$ cat src/interval_counter_defines.svh
// Constants for the interval counter channel
`ifndef INTERVAL_COUNTER_DEFINES_SVH
`define INTERVAL_COUNTER_DEFINES_SVH

`define MODE_TERMINAL 3'h0
`define MODE_ONE_SHOT 3'h1
`define MODE_RATE 3'h2
`define MODE_SQUARE 3'h3
`define MODE_SW_STROBE 3'h4
`define MODE_HW_STROBE 3'h5

`define COUNT_RESET 16'h0000
`define OUT_RESET 1'b1
`define MODE_RESET 3'h0

`define STEP_ONE 2'h1
`define STEP_TWO 2'h2
`define STEP_THREE 2'h3

`define BCD_DIGIT_MAX 4'h9
`define BCD_DIGIT_BASE 5'h0a

`endif

$ cat src/interval_counter_pkg.sv
// Types shared by the interval counter modules
package interval_counter_pkg;
  typedef logic [15:0] count_t;
  typedef logic [2:0] mode_t;
  typedef enum logic {BYTE_LOW, BYTE_HIGH} byte_phase_e;
endpackage

$ cat src/edge_if.sv
// Level and edge pulses of one sampled input
`timescale 1ns/1ns
interface edge_if;
  logic level;
  logic rise;
  logic fall;
  modport src (output level, output rise, output fall);
  modport dst (input level, input rise, input fall);
endinterface

$ cat src/edge_sense.sv
// Edge detector for one synchronous input
`timescale 1ns/1ns
module edge_sense (
  input wire logic core_clk,
  input wire logic arst_n,
  input wire logic sig_in,
  edge_if.src edges
);
  logic prev_r;
  logic prev_nxt;

  always_comb begin
    prev_nxt = sig_in;
  end

  always_ff @(posedge core_clk or negedge arst_n) begin
    if (!arst_n) begin
      prev_r <= 1'b0;
    end else begin
      prev_r <= prev_nxt;
    end
  end

  assign edges.level = sig_in;
  assign edges.rise = sig_in & ~prev_r;
  assign edges.fall = ~sig_in & prev_r;
endmodule

$ cat src/count_step.sv
// Binary or decimal-coded down step with wrap
`timescale 1ns/1ns
`include "interval_counter_defines.svh"
module count_step
  import interval_counter_pkg::*;
(
  input wire count_t value,
  input wire logic [1:0] step,
  input wire logic bcd,
  output count_t result
);
  logic [4:0] digit;
  logic borrow;

  always_comb begin
    digit = 5'h00;
    borrow = 1'b0;
    result = value - {14'h0000, step};
    if (bcd) begin
      for (int i = 0; i < 4; i++) begin
        digit = {1'b0, value[4*i +: 4]} - (i == 0 ? {3'h0, step} : 5'h00) - {4'h0, borrow};
        borrow = digit[4];
        if (borrow) begin
          digit = digit + `BCD_DIGIT_BASE;
        end
        result[4*i +: 4] = digit[3:0];
      end
    end
  end
endmodule

$ cat src/interval_counter.sv
// One counter channel: square wave and strobe modes
//
// Behaviour
// - Mode 3 square wave starts high, low after half count, period N.
// - Mode 3 low gate suspends counting; gate low with output low forces high.
// - Mode 3 trigger or fresh count write loads on next count-clock pulse.
// - Mode 3 rewritten count loads at half-cycle end, or next pulse on trigger.
// - Mode 3 even count: load, step by two, toggle and reload on expiry.
// - Mode 3 odd count: one then twos high, three then twos low.
// - Mode 4 starts high; count write starts; expiry gives one-pulse low strobe.
// - Mode 4 load pulse does not decrement; strobe N+1 pulses after write.
// - Mode 4 first byte of two leaves counting alone; second byte retriggers.
// - Mode 5 starts high; gate rise starts; one-pulse strobe; gate never drives output.
// - Mode 5 loads on pulse after trigger without decrement; strobe N+1 later.
// - Mode 5 new count waits; trigger before expiry loads it next pulse.
// - Setup word resets control and sets output at once.
// - Gate level sampled on count-clock rise enables counting in level modes.
// - Gate rise sets a latch, sampled at next clock rise then cleared.
// - Loading and decrementing happen on count-clock falling edge.
// - Zero count acts as maximum, 65536 binary or 10000 decimal.
// - Modes 4, 5 wrap to all-nines or FFFF and continue; modes 0, 1 hold the count.
// - Mode 3 gate low forces output high; rising gate starts counting.
// - A count-clock pulse is a rise followed by a fall.
// - Loading copies the count holding register into the counting element.
// - A trigger is a rising edge of the gate.
`timescale 1ns/1ns
`include "interval_counter_defines.svh"
module interval_counter
  import interval_counter_pkg::*;
(
  input wire logic core_clk,
  input wire logic arst_n,
  input wire logic cnt_clk,
  input wire logic gate_in,
  input wire logic setup_wr,
  input wire mode_t setup_mode,
  input wire logic setup_bcd,
  input wire logic setup_two_byte,
  input wire logic count_wr,
  input wire logic [7:0] count_byte,
  output logic cnt_out_r,
  output count_t count_value_r,
  output logic counting_r
);

  ////////////////////////////////////////////////////////////////////////
  // Edge sensing
  edge_if clk_e ();
  edge_if gate_e ();

  edge_sense u_clk_sense (
    .core_clk(core_clk),
    .arst_n(arst_n),
    .sig_in(cnt_clk),
    .edges(clk_e)
  );

  edge_sense u_gate_sense (
    .core_clk(core_clk),
    .arst_n(arst_n),
    .sig_in(gate_in),
    .edges(gate_e)
  );

  logic cclk_rise;
  logic cclk_fall;
  assign cclk_rise = clk_e.rise;
  assign cclk_fall = clk_e.fall;

  ////////////////////////////////////////////////////////////////////////
  // Gate sampling and trigger latch
  logic gate_lvl_r;
  logic gate_lvl_nxt;
  logic trig_latch_r;
  logic trig_latch_nxt;
  logic trig_seen_r;
  logic trig_seen_nxt;

  always_comb begin
    gate_lvl_nxt = gate_lvl_r;
    trig_seen_nxt = trig_seen_r;
    trig_latch_nxt = trig_latch_r;
    if (cclk_rise) begin
      gate_lvl_nxt = gate_in;
      trig_seen_nxt = trig_latch_r;
      trig_latch_nxt = 1'b0;
    end
    if (cclk_fall) begin
      trig_seen_nxt = 1'b0;
    end
    if (gate_e.rise) begin
      trig_latch_nxt = 1'b1;
    end
    if (setup_wr) begin
      trig_seen_nxt = 1'b0;
      trig_latch_nxt = gate_e.rise;
    end
  end

  always_ff @(posedge core_clk or negedge arst_n) begin
    if (!arst_n) begin
      gate_lvl_r <= 1'b0;
      trig_latch_r <= 1'b0;
      trig_seen_r <= 1'b0;
    end else begin
      gate_lvl_r <= gate_lvl_nxt;
      trig_latch_r <= trig_latch_nxt;
      trig_seen_r <= trig_seen_nxt;
    end
  end

  ////////////////////////////////////////////////////////////////////////
  // Setup and count holding register
  mode_t mode_r;
  mode_t mode_nxt;
  logic bcd_r;
  logic bcd_nxt;
  logic two_byte_r;
  logic two_byte_nxt;
  byte_phase_e phase_r;
  byte_phase_e phase_nxt;
  count_t count_holding_register_r;
  count_t count_holding_register_nxt;
  logic count_done;

  always_comb begin
    mode_nxt = mode_r;
    bcd_nxt = bcd_r;
    two_byte_nxt = two_byte_r;
    phase_nxt = phase_r;
    count_holding_register_nxt = count_holding_register_r;
    count_done = 1'b0;
    if (setup_wr) begin
      mode_nxt = setup_mode;
      bcd_nxt = setup_bcd;
      two_byte_nxt = setup_two_byte;
      phase_nxt = BYTE_LOW;
    end else if (count_wr) begin
      case (phase_r)
        BYTE_LOW: begin
          count_holding_register_nxt[7:0] = count_byte;
          if (two_byte_r) begin
            phase_nxt = BYTE_HIGH;
          end else begin
            count_holding_register_nxt[15:8] = 8'h00;
            count_done = 1'b1;
          end
        end
        BYTE_HIGH: begin
          count_holding_register_nxt[15:8] = count_byte;
          phase_nxt = BYTE_LOW;
          count_done = 1'b1;
        end
        default: begin
          phase_nxt = BYTE_LOW;
        end
      endcase
    end
  end

  always_ff @(posedge core_clk or negedge arst_n) begin
    if (!arst_n) begin
      mode_r <= `MODE_RESET;
      bcd_r <= 1'b0;
      two_byte_r <= 1'b0;
      phase_r <= BYTE_LOW;
      count_holding_register_r <= `COUNT_RESET;
    end else begin
      mode_r <= mode_nxt;
      bcd_r <= bcd_nxt;
      two_byte_r <= two_byte_nxt;
      phase_r <= phase_nxt;
      count_holding_register_r <= count_holding_register_nxt;
    end
  end

  ////////////////////////////////////////////////////////////////////////
  // Counting element and output
  logic load_pend_r;
  logic load_pend_nxt;
  logic first_r;
  logic first_nxt;
  logic cnt_out_nxt;
  logic counting_nxt;
  count_t count_value_nxt;
  logic [1:0] step;
  count_t stepped;

  // zero wraps below to the maximum
  count_step u_step (
    .value(count_value_r),
    .step(step),
    .bcd(bcd_r),
    .result(stepped)
  );

  always_comb begin
    step = `STEP_ONE;
    if (mode_r == `MODE_SQUARE) begin
      if (first_r && count_value_r[0]) begin
        step = cnt_out_r ? `STEP_ONE : `STEP_THREE;
      end else begin
        step = `STEP_TWO;
      end
    end
  end

  always_comb begin
    load_pend_nxt = load_pend_r;
    first_nxt = first_r;
    cnt_out_nxt = cnt_out_r;
    counting_nxt = counting_r;
    count_value_nxt = count_value_r;
    if (setup_wr) begin
      load_pend_nxt = 1'b0;
      counting_nxt = 1'b0;
      first_nxt = 1'b0;
      cnt_out_nxt = (setup_mode != `MODE_TERMINAL);
    end else begin
      if (cclk_fall) begin
        case (mode_r)
          `MODE_SQUARE: begin
            if (trig_seen_r || load_pend_r) begin
              count_value_nxt = count_holding_register_r;
              load_pend_nxt = 1'b0;
              counting_nxt = 1'b1;
              first_nxt = 1'b1;
              cnt_out_nxt = 1'b1;
            end else if (counting_r && gate_lvl_r) begin
              if (stepped == 16'h0000) begin
                cnt_out_nxt = ~cnt_out_r;
                count_value_nxt = count_holding_register_r;
                first_nxt = 1'b1;
              end else begin
                count_value_nxt = stepped;
                first_nxt = 1'b0;
              end
            end
          end
          `MODE_SW_STROBE: begin
            cnt_out_nxt = 1'b1;
            if (load_pend_r) begin
              count_value_nxt = count_holding_register_r;
              load_pend_nxt = 1'b0;
              counting_nxt = 1'b1;
            end else if (gate_lvl_r) begin
              count_value_nxt = stepped;
              if (counting_r && stepped == 16'h0000) begin
                cnt_out_nxt = 1'b0;
                counting_nxt = 1'b0;
              end
            end
          end
          `MODE_HW_STROBE: begin
            cnt_out_nxt = 1'b1;
            if (trig_seen_r) begin
              count_value_nxt = count_holding_register_r;
              counting_nxt = 1'b1;
            end else begin
              count_value_nxt = stepped;
              if (counting_r && stepped == 16'h0000) begin
                cnt_out_nxt = 1'b0;
                counting_nxt = 1'b0;
              end
            end
          end
          default: begin
            count_value_nxt = count_value_r;
          end
        endcase
      end
      if (count_done && (mode_r == `MODE_SW_STROBE || (mode_r == `MODE_SQUARE && !counting_r))) begin
        load_pend_nxt = 1'b1;
      end
      if (mode_r == `MODE_SQUARE && !gate_in) begin
        cnt_out_nxt = 1'b1;
      end
    end
  end

  always_ff @(posedge core_clk or negedge arst_n) begin
    if (!arst_n) begin
      load_pend_r <= 1'b0;
      first_r <= 1'b0;
      cnt_out_r <= `OUT_RESET;
      counting_r <= 1'b0;
      count_value_r <= `COUNT_RESET;
    end else begin
      load_pend_r <= load_pend_nxt;
      first_r <= first_nxt;
      cnt_out_r <= cnt_out_nxt;
      counting_r <= counting_nxt;
      count_value_r <= count_value_nxt;
    end
  end
endmodule

$ cat config.mk
export PLATFORM = sky130hd
export DESIGN_NAME = interval_counter
export DESIGN_NICKNAME = d
export VERILOG_FILES = /design/src/interval_counter_pkg.sv /design/src/edge_if.sv /design/src/edge_sense.sv /design/src/count_step.sv /design/src/interval_counter.sv
export VERILOG_INCLUDE_DIRS = /design/src /design/src/src
export SDC_FILE = /design/constraint.sdc
export NUM_CORES = 1
export LEC_CHECK = 0
export BUFFER_PORTS_ARGS = -buffer_cell sky130_fd_sc_hd__buf_4
export CORE_UTILIZATION = 50
export DETAILED_ROUTE_END_ITERATION = 8
export PLACE_DENSITY = 0.74
export RECOVER_POWER = 100
export SYNTH_ARGS = -nofsm -noshare
export SYNTH_HDL_FRONTEND = slang
export SYNTH_SLANG_ARGS = --single-unit
$ cat constraint.sdc
create_clock -name core_clk -period 17 [get_ports core_clk]
set_input_delay 0.85 -clock core_clk [delete_from_list [all_inputs] [get_ports core_clk]]
set_output_delay 0.85 -clock core_clk [all_outputs]
set_load 0.03 [all_outputs]
==> impl_metrics.csv <==
group,metric,value,unit
finish,final_cell_area,3600,µm²
clock_tree,cts_buffers,5,
drt,vias_per_cell,6.25,
place,pre_cts_ws,10.88,ns
yosys,synth_top_cell_by_area,"dfrtp_1",
clock_tree,cts-root-buf,"clkbuf_8",
pwr,p_sw_frac,0.477,
grt,antenna_found_initial,0,
yosys,yosys.area.top_type_share,0.344,
yosys,synth_cell_types,65,
grt,grt_pass1_vias,2693,
clock_tree,worstSkewPairLatency,0.30,ns
sta,period_minus_slack,6.62,ns
grt,grt.total_usage,0.240,
place,dp_hpwl,6160,µm
setup_path,slowest_delay,0.85,ns
yosys,synth_top_family_by_area,"simple AND/OR/NAND/NOR gates",
floorplan,dieArea,7020,µm²
sta,setup_viol,0,
floorplan,start_util,0.524,
yosys,synthArstFlopShare,1.00,
drt,totalWireLength,8180,µm
setup_path,cp_top_family,"adder cells",
pwr,p_int,254,µW
clock_tree,cts_resized,0,
yosys,synthTopCellsByArea,"dfrtp_1 34%, mux2_2 5.7%, ha_1 4.5%, a21oi_1 3.7%, nor2_1 3.3%",
yosys,syn-num-nets,404,
pwr,p_comb_frac,0.477,
sta,timing.slew.headroom,-0.634,
drt,drc_errors,0,
sta,finalMaxSlewViolations,48,
yosys,yosys_warnings,0,
yosys,synth.avg_cell_area,8.99,µm²
pwr,power_density,135,nW/µm²
grt,grt_max_degree,48,
yosys,seq_area_frac_synth,0.352,
clock_tree,htreeDepth,2,
setup_path,crit_path_start_kind,"flip-flop",
yosys,synthTopCellsByCount,"46 x dfrtp_1, 29 x nor2_1, 27 x nand2_1",
setup_path,slowest_stage,"a31oi_1",
yosys,ys_seq_elements,47,
floorplan,rows,29,
clock_tree,clock-sinks,47,
setup_path,worstSetupEndpointType,"flip-flop",
run_status,outcome,"complete, but fails checks",
finish,drive_gt1_frac,0.129,
setup_path,crit_type,"flip-flop to flip-flop",
run_status,failed_checks,"capacitance limit, slew limit",
floorplan,pin_count,37,
sta,fin_ws,10.38,ns
sta,period_share,0.389,
yosys,muxShareOfSynthArea,0.0872,
finish,area_delta_synth_final,7.67,%
drt,ant_nets,0,
sta,max_freq,0.151,GHz
drt,dr.pass1.iters,4,
place,globalplace.congestion,0.889,
drt,post_drt_wl_per_cell,17.3,µm
flow_run,cap_violations,1,
sta,holdWs,0.431,ns
sta,timing.final.hold_violations,0,
grt,grt_pass1_wl,13500,µm
grt,overflow,0,
sta,clock_skew,0.00574,ns
drt,via_count,2948,
pwr,p_leak,0.00151,µW
yosys,synthAdderAreaFrac,0.0509,
yosys,syn_area,3340,µm²
finish,nets,426,
yosys,synth-compound-area-share,0.214,
setup_path,crit_chain,"nand2_1 -> or2_2 -> o21a_1 -> fa_1 -> nor3_1 -> ha_1 -> ha_1 -> nor3b_1 -> ha_1 -> ha_1 -> nor3b_1 -> ha_1 -> ha_1 -> nand2b_1 -> nand2_1 -> ha_1 -> or2_2 -> o22ai_1 -> a41o_1 -> o2bb2ai_1 -> a211oi_1 -> a31oi_1 -> mux2i_1 -> a221oi_1",
pwr,p_sw,231,µW
setup_path,path_max_fanout,10,
yosys,synthXorXnorAreaFrac,0.0262,
sta,tightest_slew,2.45,ns
drt,initialDrtViolationCount,187,
clock_tree,holdBufCountCts,0,
setup_path,cp.arrival,6.82,ns
floorplan,die_y,83.8,µm
clock_tree,cts_tree,"built",
finish,antennaDiodeCount,0,
min_path,min_path_type,"flip-flop to flip-flop",
clock_tree,cts_setup_buffers,0,
setup_path,worstPathBufferInverterCount,0,
pwr,pwr-share-seq,0.384,
yosys,postSynthCellCount,372,
sta,setup_tns,0,ns
floorplan,die_w,83.8,µm
sta,rsz0062_at_grt,"no",
pwr,p_clk_frac,0.139,
floorplan,coreArea,6390,µm²
clock_tree,clk_pin_slew_worst_paths,0.09,ns
yosys,synth_edf_count,0,
finish,utilization,0.564,
setup_path,cp.required,17.20,ns
clock_tree,clockBufferDepth,2,
pwr,irDropWorstVdd,0.0912,mV
yosys,synthSimpleGateAreaFrac,0.220,
setup_path,path_common_cell,"ha_1",
place,placed_area,3620,µm²
yosys,yosysMostFrequentCell,"dfrtp_1",
yosys,synth_flop_cell,"dfrtp_1",
place,port_buffers,36,
==> state kept, by name (all words and copies together), names as in the netlist <==
signal / cells
count_holding_register_r: 16
count_value_r: 16
mode_r: 3
bcd_r: 1
cnt_out_r: 1
counting_r: 1
first_r: 1
gate_lvl_r: 1
load_pend_r: 1
phase_r: 1
trig_latch_r: 1
trig_seen_r: 1
two_byte_r: 1
u_clk_sense.prev_r: 1
u_gate_sense.prev_r: 1
==> per-stage QoR <==
| stage | total power [µW] | cells |
|---|---|---|
| after CTS | 501 | 472 |
| after detailed placement | 433 | 464 |
| after global placement | 427 | 464 |
| final | 485 | 472 |
| after global routing | 518 | 472 |
| after floorplan | 358 | 372 |
==> kinds of logic (layout without fill, tap and decap cells) <==
kind of cell | Yosys count | in the layout
and+or+nand+nor | 133 | 133
AOI/OAI and AO/OA | 101 | 101
DFF | 47 | 47
buffers and inverters | 41 | 64
muxes | 27 | 27
adders and majority gates | 13 | 13
xor gates and xnor gates | 10 | 10
==> final cells by class <==
class                           count  area [µm²]
Timing Repair Buffer               36         191
Tap cell                           77        96.3
Multi-Input combinational cell    284        1970
Inverter                           20        75.1
Clock buffer                        6        72.6
Fill cell                         601        2790
Sequential cell                    47        1180
Clock inverter                      2        12.5
==> cell usage in the layout (no fill, tap or decap), drive strengths merged, types with 5 or more instances in the layout <==
master	count
dfrtp	46
nor2	29
nand2	27
clkbuf	27
a21oi	25
inv	20
mux2	17
buf	15
o21ai	15
nor3	14
nand2b	13
ha	12
mux2i	10
nand3	10
a22o	8
o22ai	7
or2	7
xnor2	6
nor3b	5
nand4	5
o211ai	5
a31oi	5
a221oi	5
nor4	5
==> power by group through the flow <==
stage                     Combinational (µW)  Sequential (µW)  Clock (µW)
after floorplan                          161              197           0
after global placement                   240              187           0
after detailed placement                 246              188           0
after CTS                                247              186        68.9
after global routing                     253              192        73.1
final                                    231              186        67.4
==> worst reg2reg max path, stage by stage, from the launching register on <==
cell and delay (ns):
dfrtp_1 0.43, nand2_1 0.09, or2_2 0.33, o21a_1 0.23, fa_1 0.57, nor3_1 0.19, ha_1 0.20, ha_1 0.23
nor3b_1 0.33, ha_1 0.24, ha_1 0.22, nor3b_1 0.33, ha_1 0.30, ha_1 0.22, nand2b_1 0.13, nand2_1 0.06
ha_1 0.22, or2_2 0.31, o22ai_1 0.12, a41o_1 0.12, o2bb2ai_1 0.13, a211oi_1 0.14, a31oi_1 0.85, mux2i_1 0.19
a221oi_1 0.32
==> worst paths after layout <==
| kind | cells past startpoint | start | slack (ns) | end |
|---|---|---|---|---|
| min in group asynchronous | 1 | arst_n | 1.29 | count_holding_register_r[6] |
| worst min register to register | 1 | u_gate_sense.prev_r | 0.43 | trig_latch_r |
| max in group asynchronous | 1 | arst_n | 14.32 | gate_lvl_r |
| worst max register to register | 24 | mode_r[0] | 10.38 | count_value_r[0] |
| worst max-delay path | 24 | mode_r[0] | 10.38 | count_value_r[0] |
| worst min-delay path | 1 | u_gate_sense.prev_r | 0.43 | trig_latch_r |
==> per-layer routing <==
metal / share of wire / global-route usage
met1: 0.46 / 0.344
met3: 0.056 / 0.0287
met4: 0.0075 / 0.0709
met5: 0 / 0
met2: 0.47 / 0.382
Note: power is estimated with default switching activity, not from simulation.
